`config.mk`:
```
export PLATFORM = sky130hd
export DESIGN_NAME = hbgd_gate_ctl
export DESIGN_NICKNAME = d
export VERILOG_FILES = /design/src/hdl/hbgd_pkg.sv /design/src/hdl/hbgd_gate_ctl.sv /design/src/hdl/hbgd_out_path.sv
export SDC_FILE = /design/constraint.sdc
export NUM_CORES = 1
export LEC_CHECK = 0
export BUFFER_PORTS_ARGS = -buffer_cell sky130_fd_sc_hd__buf_4
export CAP_MARGIN = 20
export CORE_MARGIN = 2
export CORE_UTILIZATION = 65
export DETAILED_ROUTE_END_ITERATION = 12
export PLACE_DENSITY = 0.86
export SLEW_MARGIN = 15
export SYNTH_ARGS = -nofsm -noshare
export SYNTH_HDL_FRONTEND = slang
export SYNTH_SLANG_ARGS = --single-unit
```
`constraint.sdc`:
```
create_clock -name clk -period 2.6 [get_ports clk]
set_input_delay 0 -clock clk [delete_from_list [all_inputs] [get_ports clk]]
set_output_delay 0 -clock clk [all_outputs]
set_load 0.03 [all_outputs]
```
`src/hdl/hbgd_pkg.sv`:
```
// constants shared by the half-bridge gate drive control and its output path
// assumes a single 40 MHz clock; all times are turned into cycle counts here
//
// Functional notes
// - gate outputs are driven only while driver_manager_enable is set.
// - unmasked protection event disables all three high-side gate outputs.
// - unmasked protection event disables all three low-side gate outputs.
// - protection disable holds until enable is cleared and set again.
// - per-pair swap bit exchanges the PWM inputs of high and low side.
// - limit event kills selected sides of pairs whose limit-select bit is set.
// - limit disable ends by itself as soon as the limit event falls.
// - status bits 2..0 latch disable events until software writes one.
// - a single driver never turns on pull-up and pull-down together.
// - dead time enable inserts 100ns gap between pair transitions.
// - two-bit selector per output adds 0, 50, 100 or 200ns delay.
// - pulse extension applies when pulse_ext_off is zero, not when one.
// - each comparator joins limiting only while its unmask bit is set.
// - writing ACh to the watchdog password restarts the watchdog.
// - reserved bits read as zero; software writes zeros there.
package hbgd_pkg;
    // clock and timing
    localparam int CLK_PERIOD_NS = 25;
    localparam int DEAD_TIME_NS = 100;
    localparam int DEAD_CYC =
        (DEAD_TIME_NS + CLK_PERIOD_NS - 1) / CLK_PERIOD_NS;
    localparam int DELAY_SEL_LO1_NS = 50;
    localparam int DELAY_SEL_LO2_NS = 100;
    localparam int DELAY_SEL_HI3_NS = 200;
    localparam int DELAY_SEL_LO1_CYC = (DELAY_SEL_LO1_NS + CLK_PERIOD_NS - 1) / CLK_PERIOD_NS;
    localparam int DELAY_SEL_LO2_CYC = (DELAY_SEL_LO2_NS + CLK_PERIOD_NS - 1) / CLK_PERIOD_NS;
    localparam int DELAY_SEL_HI3_CYC = (DELAY_SEL_HI3_NS + CLK_PERIOD_NS - 1) / CLK_PERIOD_NS;
    localparam int PULSE_EXT_NS = 50;
    localparam int PULSE_EXT_CYC =
        (PULSE_EXT_NS + CLK_PERIOD_NS - 1) / CLK_PERIOD_NS;
    localparam int DELAY_DEPTH = DELAY_SEL_HI3_CYC;
    // register offsets
    localparam logic [6:0] ADDR_DELAY_A = 7'h26;
    localparam logic [6:0] ADDR_DELAY_PROT = 7'h27;
    localparam logic [6:0] ADDR_SWAP_LIMIT = 7'h28;
    localparam logic [6:0] ADDR_CMP_MASK = 7'h29;
    localparam logic [6:0] ADDR_STATUS = 7'h2A;
    localparam logic [6:0] ADDR_ENABLE = 7'h7D;
    localparam logic [6:0] ADDR_WDT_PASS = 7'h7E;
    // values after reset
    localparam logic [7:0] RST_CFG = 8'h00;
    localparam logic [7:0] RST_WDT = 8'h00;
    localparam logic [2:0] RST_STATUS = 3'h0;
    // field positions
    localparam int POS_ENABLE = 0;
    localparam int POS_HS_UNMASK = 3;
    localparam int POS_LS_UNMASK = 2;
    localparam int POS_EXT_OFF = 1;
    localparam int POS_DEAD_EN = 0;
    localparam int POS_HS_LIMIT = 0;
    localparam int POS_LS_LIMIT = 1;
    localparam int POS_LIMIT_SEL = 2;
    localparam int POS_SWAP = 5;
    localparam logic [7:0] CMP_MASK_WR = 8'hFC;
    localparam logic [7:0] WDT_KEY = 8'hAC;
endpackage : hbgd_pkg

```
`src/hdl/hbgd_gate_ctl.sv`:
```
// gate drive control for three half-bridges: registers, protection,
// cycle-by-cycle limit, swap, dead time, delays and driver output stage
// assumes pwm, fault and comparator inputs are synchronous to clk
`timescale 1ns/100ps
module hbgd_gate_ctl (
    input wire logic clk,
    input wire logic srst,
    input wire logic ce,
    input wire logic regWrEn,
    input wire logic regRdEn,
    input wire logic [6:0] regAddr,
    input wire logic [7:0] regWrData,
    output logic [7:0] regRdData,
    input wire logic [2:0] pwmHi,
    input wire logic [2:0] pwmLo,
    input wire logic faultNotify,
    input wire logic [2:0] highFaultCmp,
    input wire logic [2:0] lowFaultCmp,
    output logic [2:0] hsGateUp,
    output logic [2:0] hsGateDn,
    output logic [2:0] lsGateUp,
    output logic [2:0] lsGateDn,
    output logic wdtRestart
);
    localparam logic [2:0] DEAD_CNT = 3'(hbgd_pkg::DEAD_CYC);

    logic [7:0] delayCfgA;
    logic [7:0] delayProtCfg;
    logic [7:0] swapLimitCfg;
    logic [7:0] cmpMaskCfg;
    logic [7:0] wdtField;
    logic mgrEnable;
    logic hsTrip;
    logic lsTrip;
    logic cycleLimitEvent;
    logic [2:0] latchedDisable;
    logic [2:0] liveDisable;
    logic [2:0] pairEvent;
    logic [2:0] swapSel;
    logic [2:0] limitSel;
    logic [2:0] cmpUnmaskHi;
    logic [2:0] cmpUnmaskLo;
    logic hsLimitSel;
    logic lsLimitSel;
    logic deadEn;
    logic extOn;
    logic [2:0] swHi;
    logic [2:0] swLo;
    logic [2:0] dtHi;
    logic [2:0] dtLo;
    logic [2:0] dlHi;
    logic [2:0] dlLo;
    logic [2:0] wantHs;
    logic [2:0] wantLs;

    // address match used by the watchdog strobe, the status clear and the assertions
    function automatic logic hit(input logic en, input logic [6:0] addr,
                                 input logic [6:0] target);
        hit = en && addr == target;
    endfunction : hit

    // configuration fields
    assign swapSel = swapLimitCfg[hbgd_pkg::POS_SWAP +: 3];
    assign limitSel = swapLimitCfg[hbgd_pkg::POS_LIMIT_SEL +: 3];
    assign hsLimitSel = swapLimitCfg[hbgd_pkg::POS_HS_LIMIT];
    assign lsLimitSel = swapLimitCfg[hbgd_pkg::POS_LS_LIMIT];
    assign deadEn = delayProtCfg[hbgd_pkg::POS_DEAD_EN];
    assign extOn = !delayProtCfg[hbgd_pkg::POS_EXT_OFF];
    assign cmpUnmaskHi = {cmpMaskCfg[7], cmpMaskCfg[5], cmpMaskCfg[3]};
    assign cmpUnmaskLo = {cmpMaskCfg[6], cmpMaskCfg[4], cmpMaskCfg[2]};

    // config writes; reserved bits are forced to zero so they read back 0
    always_ff @(posedge clk) begin
        if (srst) begin
            delayCfgA <= hbgd_pkg::RST_CFG;
            delayProtCfg <= hbgd_pkg::RST_CFG;
            swapLimitCfg <= hbgd_pkg::RST_CFG;
            cmpMaskCfg <= hbgd_pkg::RST_CFG;
            wdtField <= hbgd_pkg::RST_WDT;
            mgrEnable <= 1'b0;
        end else if (ce && regWrEn) begin
            case (regAddr)
                hbgd_pkg::ADDR_DELAY_A: delayCfgA <= regWrData;
                hbgd_pkg::ADDR_DELAY_PROT: delayProtCfg <= regWrData;
                hbgd_pkg::ADDR_SWAP_LIMIT: swapLimitCfg <= regWrData;
                hbgd_pkg::ADDR_CMP_MASK: begin
                    cmpMaskCfg <= regWrData & hbgd_pkg::CMP_MASK_WR;
                end
                hbgd_pkg::ADDR_ENABLE: begin
                    mgrEnable <= regWrData[hbgd_pkg::POS_ENABLE];
                end
                hbgd_pkg::ADDR_WDT_PASS: wdtField <= regWrData;
                default: ;
            endcase
        end
    end

    // watchdog restart strobe, one cycle after the password write
    always_ff @(posedge clk) begin
        if (srst) begin
            wdtRestart <= 1'b0;
        end else if (ce) begin
            wdtRestart <= hit(regWrEn, regAddr, hbgd_pkg::ADDR_WDT_PASS)
                && regWrData == hbgd_pkg::WDT_KEY;
        end
    end

    // protection latches; only an enable toggle re-arms the outputs
    always_ff @(posedge clk) begin
        if (srst) begin
            hsTrip <= 1'b0;
            lsTrip <= 1'b0;
        end else if (ce) begin
            if (!mgrEnable) begin
                hsTrip <= 1'b0;
                lsTrip <= 1'b0;
            end else begin
                if (faultNotify && delayProtCfg[hbgd_pkg::POS_HS_UNMASK]) begin
                    hsTrip <= 1'b1;
                end
                if (faultNotify && delayProtCfg[hbgd_pkg::POS_LS_UNMASK]) begin
                    lsTrip <= 1'b1;
                end
            end
        end
    end

    // registered limit event; one cycle of latency traded for clean timing
    always_ff @(posedge clk) begin
        if (srst) begin
            cycleLimitEvent <= 1'b0;
        end else if (ce) begin
            cycleLimitEvent <= |(highFaultCmp & cmpUnmaskHi)
                | |(lowFaultCmp & cmpUnmaskLo);
        end
    end

    // live disable per pair, and what counts as a disable event
    assign liveDisable = {3{cycleLimitEvent && (hsLimitSel || lsLimitSel)}}
        & limitSel;
    assign pairEvent = liveDisable | {3{hsTrip || lsTrip}};

    // latched status: a new event wins over a write-one clear
    always_ff @(posedge clk) begin
        if (srst) begin
            latchedDisable <= hbgd_pkg::RST_STATUS;
        end else if (ce) begin
            if (hit(regWrEn, regAddr, hbgd_pkg::ADDR_STATUS)) begin
                latchedDisable <= pairEvent
                    | (latchedDisable & ~regWrData[2:0]);
            end else begin
                latchedDisable <= pairEvent | latchedDisable;
            end
        end
    end

    // read-back, one cycle after the strobe; unmapped offsets read zero
    always_ff @(posedge clk) begin
        if (srst) begin
            regRdData <= 8'h00;
        end else if (ce && regRdEn) begin
            case (regAddr)
                hbgd_pkg::ADDR_DELAY_A: regRdData <= delayCfgA;
                hbgd_pkg::ADDR_DELAY_PROT: regRdData <= delayProtCfg;
                hbgd_pkg::ADDR_SWAP_LIMIT: regRdData <= swapLimitCfg;
                hbgd_pkg::ADDR_CMP_MASK: regRdData <= cmpMaskCfg;
                hbgd_pkg::ADDR_STATUS: begin
                    regRdData <= {2'h0, liveDisable, latchedDisable};
                end
                hbgd_pkg::ADDR_ENABLE: regRdData <= {7'h00, mgrEnable};
                hbgd_pkg::ADDR_WDT_PASS: regRdData <= wdtField;
                default: regRdData <= 8'h00;
            endcase
        end
    end

    // one slice per half-bridge: high index p is driver p+3, low is p
    genvar p;
    generate
        for (p = 0; p < 3; p++) begin : gPair
            logic [2:0] hiOff;
            logic [2:0] loOff;
            logic [1:0] hiDelaySel;

            if (p == 0) begin : gSelH
                assign hiDelaySel = delayCfgA[7:6];
            end else begin : gSelH
                assign hiDelaySel = delayProtCfg[2*p+2 +: 2];
            end

            // swap stage
            always_ff @(posedge clk) begin
                if (srst) begin
                    swHi[p] <= 1'b0;
                    swLo[p] <= 1'b0;
                end else if (ce) begin
                    swHi[p] <= swapSel[p] ? pwmLo[p] : pwmHi[p];
                    swLo[p] <= swapSel[p] ? pwmHi[p] : pwmLo[p];
                end
            end

            // cycles since each side went low, saturating at the dead time
            always_ff @(posedge clk) begin
                if (srst) begin
                    hiOff <= DEAD_CNT;
                    loOff <= DEAD_CNT;
                end else if (ce) begin
                    if (swHi[p]) begin
                        hiOff <= 3'h0;
                    end else if (hiOff != DEAD_CNT) begin
                        hiOff <= hiOff + 3'h1;
                    end
                    if (swLo[p]) begin
                        loOff <= 3'h0;
                    end else if (loOff != DEAD_CNT) begin
                        loOff <= loOff + 3'h1;
                    end
                end
            end

            // a side turns on only after its partner has been off long enough
            always_ff @(posedge clk) begin
                if (srst) begin
                    dtHi[p] <= 1'b0;
                    dtLo[p] <= 1'b0;
                end else if (ce) begin
                    if (deadEn) begin
                        dtHi[p] <= swHi[p] && !swLo[p]
                            && loOff == DEAD_CNT;
                        dtLo[p] <= swLo[p] && !swHi[p]
                            && hiOff == DEAD_CNT;
                    end else begin
                        dtHi[p] <= swHi[p];
                        dtLo[p] <= swLo[p];
                    end
                end
            end

            hbgd_out_path uHiPath (
                .clk(clk),
                .srst(srst),
                .ce(ce),
                .extOn(extOn),
                .delaySel(hiDelaySel),
                .din(dtHi[p]),
                .dout(dlHi[p])
            );

            hbgd_out_path uLoPath (
                .clk(clk),
                .srst(srst),
                .ce(ce),
                .extOn(extOn),
                .delaySel(delayCfgA[2*p +: 2]),
                .din(dtLo[p]),
                .dout(dlLo[p])
            );

            // gating by enable, protection latch and live limit
            always_ff @(posedge clk) begin
                if (srst) begin
                    wantHs[p] <= 1'b0;
                    wantLs[p] <= 1'b0;
                end else if (ce) begin
                    wantHs[p] <= dlHi[p] && mgrEnable && !hsTrip
                        && !(liveDisable[p] && hsLimitSel);
                    wantLs[p] <= dlLo[p] && mgrEnable && !lsTrip
                        && !(liveDisable[p] && lsLimitSel);
                end
            end

            // driver stage: the old transistor releases before the new one
            always_ff @(posedge clk) begin
                if (srst) begin
                    hsGateUp[p] <= 1'b0;
                    hsGateDn[p] <= 1'b1;
                    lsGateUp[p] <= 1'b0;
                    lsGateDn[p] <= 1'b1;
                end else if (ce) begin
                    hsGateUp[p] <= wantHs[p] && !hsGateDn[p];
                    hsGateDn[p] <= !wantHs[p] && !hsGateUp[p];
                    lsGateUp[p] <= wantLs[p] && !lsGateDn[p];
                    lsGateDn[p] <= !wantLs[p] && !lsGateUp[p];
                end
            end
        end
    endgenerate
endmodule : hbgd_gate_ctl

```
`src/hdl/hbgd_out_path.sv`:
```
// one gate output path: pulse extension followed by a selectable delay line
// assumes din is already synchronous to clk
`timescale 1ns/100ps
module hbgd_out_path #(
    parameter int DEPTH = hbgd_pkg::DELAY_DEPTH,
    parameter int EXT = hbgd_pkg::PULSE_EXT_CYC
) (
    input wire logic clk,
    input wire logic srst,
    input wire logic ce,
    input wire logic extOn,
    input wire logic [1:0] delaySel,
    input wire logic din,
    output logic dout
);
    localparam logic [2:0] EXT_LOAD = 3'(EXT - 1);

    logic lastIn;
    logic [2:0] extCnt;
    logic extended;
    logic [DEPTH-1:0] tapLine;

    // tap index for each delay code, counted in whole clock cycles
    function automatic int tapIdx(input logic [1:0] code);
        case (code)
            2'h1: tapIdx = hbgd_pkg::DELAY_SEL_LO1_CYC - 1;
            2'h2: tapIdx = hbgd_pkg::DELAY_SEL_LO2_CYC - 1;
            default: tapIdx = hbgd_pkg::DELAY_SEL_HI3_CYC - 1;
        endcase
    endfunction : tapIdx

    // short pulses are held on for EXT cycles so the driver settles
    assign extended = din | (extOn && extCnt != 3'h0);

    always_ff @(posedge clk) begin
        if (srst) begin
            lastIn <= 1'b0;
            extCnt <= 3'h0;
        end else if (ce) begin
            lastIn <= din;
            if (din && !lastIn) begin
                extCnt <= EXT_LOAD;
            end else if (extCnt != 3'h0) begin
                extCnt <= extCnt - 3'h1;
            end
        end
    end

    // delay line shifts every enabled cycle; code zero bypasses it
    always_ff @(posedge clk) begin
        if (srst) begin
            tapLine <= '0;
            dout <= 1'b0;
        end else if (ce) begin
            tapLine <= {tapLine[DEPTH-2:0], extended};
            if (delaySel == 2'h0) begin
                dout <= extended;
            end else begin
                dout <= tapLine[tapIdx(delaySel)];
            end
        end
    end
endmodule : hbgd_out_path

```
==> flow_metrics.tcl, run 1 <==
set metrics [dict create \
    grt_use_total 0.285 \
    global_route.overflow_total 0 \
    antennaDiodeCount 0 \
    cp.arrival_ps 2400 \
    detail_routed_via_count_per_cell 5.89 \
    critical_path_startpoint_category "flip-flop" \
    r2r-start "cmpMaskCfg[6]$_SDFFE_PP0P_" \
    ir_worst_vdd_v 0.000511 \
    vias_in_the_first_global_route 6184 \
    cts_root_buf "clkbuf_16" \
    final_hold_viol_count 0 \
    die_h_um 115 \
    timing.hold.worst_endpoint "swLo[2]$_SDFFE_PP0P_" \
    reg2reg_depth 5 \
    post_synth_inst_count 890 \
    detail-route-antenna-nets 0 \
    period_needed_ps 2090 \
    hold_path.startpoint "pwmLo[2]" \
    grt_start_max_net_pins 100 \
    final_replace_weighted_congestion 0.945 \
    cts_repair_resize_count 0 \
    drcViolationCount 0 \
    synth.net_count 959 \
    power_density_nw_per_um2 745 \
    post-synth-top-area-cell "dfxtp_1" \
    std_cell_rows 40 \
    share_of_cells_above_drive_strength_1 0.116 \
    ys_top_cells_by_area "dfxtp_1 (45%), mux2i_1 (13%), nor2_1 (8.1%)" \
    post_synth_instance_area_um2 8000 \
    drt_iter0_drc 588 \
    post_route_wl_um 17900 \
    fin_skew_ps 6.04 \
    final_nets 1012 \
    global_route_wire_length_before_repair_um 29800 \
    ys_top_cells_by_count "dfxtp_1 (180), nor2_1 (173), mux2i_1 (106)" \
    ioPinCount 54 \
    final_min_period_over_clock_period 0.804 \
    syn-mean-instance-area_um2 8.99 \
    cts_setup_buffers 0 \
    detail_route.first_pass.iterations 5 \
    setup_viol 0 \
    detailroute.via_count 6502 \
    synth_cell_type_count 46 \
    hpwlAfterDp_um 11700 \
    starting_utilization_of_the_core_area 0.666 \
    die_w_um 115 \
    setup.worst_path.class "flip-flop to flip-flop" \
    synth_seq_area_share 0.450 \
    detail_route.wl_per_cell_um 16.2 \
    share_of_the_synthesized_area_in_the_top_cell_type 0.450 \
    cts_tree "done" \
    worstSkewPairLatency_ps 430 \
    yosysWarnings 0 \
    dominantRegCellSynth "dfxtp_1" \
    flow.area_growth_from_synthesis_pct 16.6 \
    p_total_uw 6950 \
    hold_path_depth 3 \
    yosysMostFrequentCell "dfxtp_1" \
    max_slew_violation_count 0 \
    outcome "completed" \
    postPlaceCellArea_um2 8500 \
    holdCritPathClass "input port to flip-flop" \
    fp.coreArea_um2 12000 \
    dieArea_um2 13200 \
    static-leakage-power_uw 0.00368 \
    max_freq_mhz 479 \
    cts.reportedPaths.clkPinSlew_ps 60 \
    cts_buffers 17 \
    synth_edf_count 0 \
    clock-sinks 180 \
    depth_of_the_cts_h_tree 4 \
    finalHoldWorstSlack_ps 11.5 \
    setup.worst_path.end_class "flip-flop" \
    worstMarginPinSlew_ps 735 \
    final_area_um2 9330 \
    rsz0062_at_grt "false" \
    timing.max_slew.rel_slack 0.508 \
    final_core_utilization 0.777 \
    synth_seq_cells 180 \
    ctsLongestPathBuffers 2 \
    grt_antenna_before_repair 0 \
    postSynth.asyncResetShare 0 \
    placement.io_buffers 53 \
    timing.max_cap.violations 0 \
    cp_max_fo 3 \
    timing.reg2reg.setup_slack_ps 510 \
    rr_endpoint "cycleLimitEvent$_SDFFE_PP0P_" \
    cp_data_required_time_ps 2910 \
    timing.setup.tns_ps 0 \
]
[registers in the layout, indices dropped and copies added, names as in the netlist, 6 cells and up]
signal                 cells
gPair.uHiPath.extCnt       9
swapLimitCfg               8
regRdData                  8
wdtField                   8
gPair.uLoPath.tapLine     24
gPair.uHiPath.tapLine     24
gPair.hiOff                9
delayProtCfg               8
gPair.loOff                9
cmpMaskCfg                 6
delayCfgA                  8
gPair.uLoPath.extCnt       9
[routing by layer]
metal  track usage  vias to the layer above  part of all wire
li1              -                     3194                 -
met1         0.360                     3055              0.44
met2         0.472                      222              0.48
met3        0.0775                       31             0.058
met4         0.100                        0             0.021
met5             0                        -                 0
[kinds of logic after synthesis]
family | after synthesis | share of synthesized area
mux | 113 | 0.151
flops | 180 | 0.450
buf+inv | 95 | 0.0452
simple gates | 326 | 0.185
fa+ha+maj | 36 | 0.0563
compound gates | 140 | 0.113
[critical path: stages, from the launching register on]
cell and delay, ps:
dfxtp_1 340, a22o_1 230, a221oi_1 200, dlygate4sd3_1 580
a211oi_1 60, dlygate4sd3_1 580
[how the worst max path moves through the flow]
stage / startpoint / end / slack (ps) / cells after the start
5_1_grt: cmpMaskCfg[6]$_SDFFE_PP0P_ / cycleLimitEvent$_SDFFE_PP0P_ / 410 / 5
6_report: cmpMaskCfg[6]$_SDFFE_PP0P_ / cycleLimitEvent$_SDFFE_PP0P_ / 510 / 5
3_5_place_dp: regAddr[2] / swapLimitCfg[7]$_SDFFE_PP0P_ / 640 / 6
2_1_floorplan: regAddr[2] / swapLimitCfg[0]$_SDFFE_PP0P_ / 890 / 7
3_3_place_gp: regAddr[2] / swapLimitCfg[2]$_SDFFE_PP0P_ / 680 / 6
4_1_cts: cmpMaskCfg[6]$_SDFFE_PP0P_ / cycleLimitEvent$_SDFFE_PP0P_ / 530 / 5
[cell usage in the layout, fill, tap and decap left out, types with 17 or more instances in the layout]
cell           count
dfxtp_1          180
nor2_1           173
mux2i_1          106
a21oi_1           66
buf_4             58
nand2_1           54
inv_1             48
ha_1              36
nor3_1            26
dlygate4sd3_1     20
nand3_1           19
nand3b_1          18
clkbuf_16         17
[power by group]
group | switching (uW) | leakage [uW] | internal [uW]
clock network | 1050 | 0.000305 | 1660
registers | 117 | 0.00146 | 2970
logic | 661 | 0.00191 | 502
total | 1830 | 0.00368 | 5120
[timing repair]
action                                  4_1_cts  5_1_grt
hold buffers                                 20        0
endpoints found under the hold margin        48        0
endpoints found under the setup margin        0        0
[through the flow]
stage                     setup slack (ps)  instances
after global placement                 680       1051
after CTS                              533       1103
after global routing                   412       1103
after detailed placement               636       1051
after floorplan                        891        890
final                                  511       1103
[area by class of cell]
class	count	area, um^2
clock buffer	19	453
clock inverter	13	180
fill	785	2680
timing repair buffer	81	696
inverter	48	180
multi-input combinational	615	4040
tap	147	184
sequential	180	3600
(Power assumes the default switching activity.)
==> inputs of run 2 (changes only) <==
Settings changed: CORE_UTILIZATION 65 to 60, PLACE_DENSITY 0.86 to 0.8.
Clock period 2.6 ns to 2 ns, I/O delays scaled along.
==> run 2 against run 1 <==
Net effect:
- first-iteration DRC count decreased by 3.9%
- sequential share of layout area decreased by 0.13 points
- global-route usage decreased by 3.3 points
- total power increased by 23%
- combinational power increased by 29%
==> flow_metrics.tcl, run 2 (synthesis gave the netlist of run 1 again) <==
set metrics [dict create \
    timing.max_slew.rel_slack 0.561 \
    fillerInstances 991 \
    final_min_period_over_clock_period 0.835 \
    detailroute.via_count 6522 \
    worstSetupEndpoint "gPair[0].uLoPath.dout$_SDFFE_PP0P_" \
    multiInputGateArea_um2 4040 \
    placement.io_buffers 53 \
    power_density_nw_per_um2 913 \
    setup_viol 0 \
    max_freq_mhz 599 \
    global_route_wire_length_before_repair_um 29000 \
    critical_path_origin "delayCfgA[0]$_SDFFE_PP0P_" \
    share_of_cells_above_drive_strength_1 0.118 \
    cts_tree "done" \
    worstMarginPinSlew_ps 659 \
    final_replace_weighted_congestion 0.872 \
    worstSkewPairLatency_ps 430 \
    final_cell_mix "dfxtp_1 (180), nor2_1 (173), mux2i_1 (106)" \
    detail-route-antenna-nets 0 \
    final_hold_viol_count 0 \
    ctsLongestPathBuffers 2 \
    depth_of_the_cts_h_tree 4 \
    setup.worst_path.end_class "flip-flop" \
    reg_top3 "gPair.uHiPath.tapLine: 24 flops, gPair.uLoPath.tapLine: 24 flops" \
    clock-sinks 180 \
    global_route.overflow_total 0 \
    starting_utilization_of_the_core_area 0.609 \
    drt_iter0_drc 565 \
    final_core_utilization 0.713 \
    period_needed_ps 1670 \
    placed_cells_incl_taps 1090 \
    holdCritPathClass "input port to flip-flop" \
    grt_use_total 0.252 \
    flow.area_growth_from_synthesis_pct 17.0 \
    detail_routed_via_count_per_cell 5.71 \
    antennaDiodeCount 0 \
    grt_start_max_net_pins 59 \
    std_cell_rows 42 \
    setup.worst_path.class "flip-flop to flip-flop" \
    cts.reportedPaths.clkPinSlew_ps 60 \
    fp.coreArea_um2 13100 \
    detail_route.wl_per_cell_um 15.2 \
    grt_antenna_before_repair 0 \
    timing.setup.tns_ps 0 \
    static-leakage-power_uw 0.00369 \
    vias_in_the_first_global_route 5946 \
    p_total_uw 8550 \
    post_route_wl_um 17400 \
    timing.max_cap.violations 0 \
    drcViolationCount 0 \
    cp.arrival_ps 1960 \
    die_w_um 119 \
    layout.area.seq_um2 3600 \
    die_h_um 119 \
    reg2reg_depth 5 \
    dieArea_um2 14300 \
    cp_max_fo 4 \
    outcome "completed" \
    cts_buffers 17 \
    cts_root_buf "clkbuf_16" \
    timing.reg2reg.setup_slack_ps 330 \
    hpwlAfterDp_um 11700 \
    final_nets 1024 \
    stdcell_count 1142 \
    detail_route.first_pass.iterations 6 \
    ioPinCount 54 \
    r2r-start "delayCfgA[0]$_SDFFE_PP0P_" \
    critical_path_startpoint_category "flip-flop" \
    final_common_cell "dfxtp_1" \
    cts_repair_resize_count 0 \
    rr_endpoint "gPair[0].uLoPath.dout$_SDFFE_PP0P_" \
    cp_data_required_time_ps 2290 \
    fin_skew_ps 8.24 \
    rsz0062_at_grt "false" \
    ir_worst_vdd_v 0.000708 \
    max_slew_violation_count 0 \
]
[run 2: per-stage QoR]
stage               hold slack (ps)  worst slack (ps)  cell area [um^2]
global placement                266               198              8610
finish                         28.2               330              9370
CTS                            15.5               311              9370
detailed placement              272               119              8610
floorplan                       147               291              8000
global route                   57.5               234              9370
[run 2: report_power, final]
| group | switching [uW] | leakage, uW | internal (uW) |
|---|---|---|---|
| logic | 845 | 0.00197 | 658 |
| registers | 149 | 0.00146 | 3860 |
| clock network | 1300 | 0.000256 | 1740 |
| total | 2300 | 0.00369 | 6250 |
[run 2: worst min path at each step]
stage	from	endpoint	cells past startpoint
after floorplan	regWrData[5]	wdtField[5]$_SDFFE_PP0P_	2
after global placement	faultNotify	hsTrip$_SDFFE_PP0P_	3
after detailed placement	faultNotify	hsTrip$_SDFFE_PP0P_	3
after CTS	ce	latchedDisable[1]$_SDFFE_PP0P_	3
after global routing	ce	latchedDisable[1]$_SDFFE_PP0P_	3
final	ce	latchedDisable[1]$_SDFFE_PP0P_	3
[run 2: worst max-delay path, cell delays in order, from the launching register on]
cell and delay (ps):
dfxtp_1 390, inv_1 60, ha_1 300, mux4_2 330, nor3_1 40, a2111oi_0 410
[run 2: final cells by class]
class / instances / share of cell area
clock buffer: 27 / 0.0548
multi-input combinational: 615 / 0.431
inverter: 48 / 0.0192
tap: 176 / 0.0235
clock inverter: 3 / 0.00214
timing repair buffer: 93 / 0.0844
sequential: 180 / 0.385
[run 2: repair_timing]
action | CTS | global route
hold endpoints to repair | 49 | 0
hold buffers | 22 | 0
buffers inserted | 0 | 0
[run 2: metal layers]
layer	up-vias	share of wire	routed length [um]	global-route usage
li1	3204	-	-	-
met1	3102	0.46	7940	0.345
met2	183	0.47	8120	0.404
met3	33	0.062	1070	0.0542
met4	0	0.016	276	0.0728
met5	-	0	0	0
==> inputs of run 3 (changes only) <==
Settings changed: CORE_UTILIZATION 60 to 54, PLACE_DENSITY 0.8 to 0.76.
Clock period 2 ns to 1.5 ns, I/O delays scaled along.
==> run 3 against run 2 <==
Net effect:
- the run now ends with negative setup slack left
- sequential share of layout area down 2.0 points
- critical endpoint is now gPair[1].uLoPath.dout$_SDFFE_PP0P_
- global-route usage decreased by 0.82 points
- highest routed layer unchanged
- clock power rose by 52%
- design area rose by 6.0%
- first-iteration DRC count is 3.5% lower
- register-to-register slack lost 360 ps
==> flow_metrics.tcl, run 3 (synthesis gave the netlist of run 1 again) <==
set metrics [dict create \
    outcome "finished with violations" \
    failing_checks "negative setup slack" \
    final_cell_mix "nor2_1 (170), dfxtp_1 (167), mux2i_1 (106)" \
    detailroute.via_count 6650 \
    grt_start_max_net_pins 75 \
    starting_utilization_of_the_core_area 0.553 \
    crit_path_cell_trace "inv_2, ha_4, mux4_2, nor3_2, a2111oi_2" \
    period_needed_ps 1530 \
    placement.io_buffers 53 \
    dieArea_um2 15800 \
    grt-busiest-layer "met2" \
    detail_routed_via_count_per_cell 5.61 \
    groute.layer.met1.usage 0.316 \
    worstMarginPinSlew_ps 534 \
    global_route.overflow_total 0 \
    post_route_wl_um 18900 \
    max_freq_mhz 655 \
    slowest_stage "mux4_2" \
    power_density_nw_per_um2 1230 \
    grt_antenna_before_repair 0 \
    setup.worst_path.end_class "flip-flop" \
    drcViolationCount 0 \
    cts_buffers 17 \
    depth_of_the_cts_h_tree 4 \
    die_w_um 126 \
    cts.reportedPaths.clkPinSlew_ps 60 \
    cp_data_required_time_ps 1810 \
    vias_in_the_first_global_route 6533 \
    share_of_cells_above_drive_strength_1 0.191 \
    final_area_um2 9920 \
    final_min_period_over_clock_period 1.02 \
    max_slew_violation_count 0 \
    ctsLongestPathBuffers 2 \
    ioPinCount 54 \
    path_delay_family "multiplexers" \
    timing.setup.tns_ps -69.8 \
    worstSkewPairLatency_ps 430 \
    cp_max_fo 2 \
    final_hold_viol_count 0 \
    critical_path_startpoint_category "flip-flop" \
    worst_path_largest_cell_delay_ps 500 \
    final_nets 1058 \
    clock-sinks 180 \
    final_common_cell "nor2_1" \
    rsz0062_at_grt "true" \
    cp.arrival_ps 1830 \
    detail-route-antenna-nets 0 \
    final_replace_weighted_congestion 0.903 \
    global_route_wire_length_before_repair_um 31300 \
    static-leakage-power_uw 0.00395 \
    cts_root_buf "clkbuf_16" \
    fin_skew_ps 6.77 \
    drt_iter0_drc 545 \
    setup_viol 4 \
    timing.max_cap.violations 0 \
    grt_use_met2 0.401 \
    hpwlAfterDp_um 12500 \
    reg_top3 "gPair.uHiPath.tapLine: 24 flops, gPair.uLoPath.tapLine: 24 flops" \
    flow.area_growth_from_synthesis_pct 24.0 \
    detail_route.wl_per_cell_um 15.9 \
    finalHoldWorstSlack_ps 14.8 \
    fp.coreArea_um2 14500 \
    p_total_uw 12200 \
    holdCritPathClass "input port to flip-flop" \
    timing.reg2reg.setup_slack_ps -30 \
    std_cell_rows 44 \
    ir_worst_vdd_v 0.000919 \
    gr-usage-met3 0.0467 \
    grt_use_total 0.244 \
    detail_route.first_pass.iterations 5 \
    timing.max_slew.rel_slack 0.643 \
    antennaDiodeCount 0 \
    finalWorstSetupSlack_ps -26.0 \
    setup.worst_path.class "flip-flop to flip-flop" \
    crit_path_buffers_inverters 1 \
    postPlaceCellArea_um2 8930 \
    die_h_um 126 \
    cts_tree "done" \
]
-- run 3: worst reg2reg max path: cells and delay by family, from the launching register on --
family          cells  cell delay (ps)
buf+inv             1               50
mux                 1              500
fa+ha+maj           1              260
simple gates        1              200
compound gates      1               70
flops               1              330
-- run 3: path summary, 6_finish.rpt --
check,startpoint,end,cells after the start
max reg2reg,delayCfgA[3]$_SDFFE_PP0P_,gPair[1].uLoPath.dout$_SDFFE_PP0P_,5
min,lowFaultCmp[1],cycleLimitEvent$_SDFFE_PP0P_,3
max,delayCfgA[3]$_SDFFE_PP0P_,gPair[1].uLoPath.dout$_SDFFE_PP0P_,5
min reg2reg,gPair[0].uHiPath.extCnt[1]$_SDFFE_PP0P_,gPair[0].uHiPath.extCnt[1]$_SDFFE_PP0P_,2
-- run 3: per-stage QoR --
stage / setup slack [ps] / cells / utilization
after global placement: -158 / 1130 / 0.617
final: -26.0 / 1185 / 0.685
after CTS: -21.9 / 1183 / 0.678
after detailed placement: -162 / 1130 / 0.617
after floorplan: -209 / 890 / -
after global routing: -100 / 1185 / 0.685
-- run 3: report_power, final --
group | leakage (uW) | switching (uW) | internal (uW) | total, uW
clock network | 0.000303 | 1840 | 2790 | 4630
logic | 0.00218 | 1230 | 981 | 2210
registers | 0.00147 | 199 | 5140 | 5340
total | 0.00395 | 3270 | 8910 | 12200
-- run 3: layout make-up --
| cell class | count | area [um^2] |
|---|---|---|
| Sequential cell | 180 | 3620 |
| Multi-Input combinational cell | 615 | 4180 |
| Inverter | 48 | 180 |
| Clock buffer | 23 | 488 |
| Clock inverter | 8 | 123 |
| Tap cell | 184 | 230 |
| Timing Repair Buffer | 127 | 1110 |
| Fill cell | 1137 | 4550 |
-- run 3: routing by layer --
layer  vias up  wire [um]  share of wire
met1      3172       8600           0.46
met3        43        801          0.042
li1       3278          -              -
met4         0        463          0.025
met2       157       9020           0.48
met5         -          0              0
-- run 3: timing repair --
action | 4_1_cts | 5_1_grt
setup endpoints to repair | 6 | 10
pin swaps | 6 | 9
endpoints found under the hold margin | 61 | 0
buffers inserted | 1 | 2
hold buffers | 21 | 0
gates resized for setup | 12 | 32
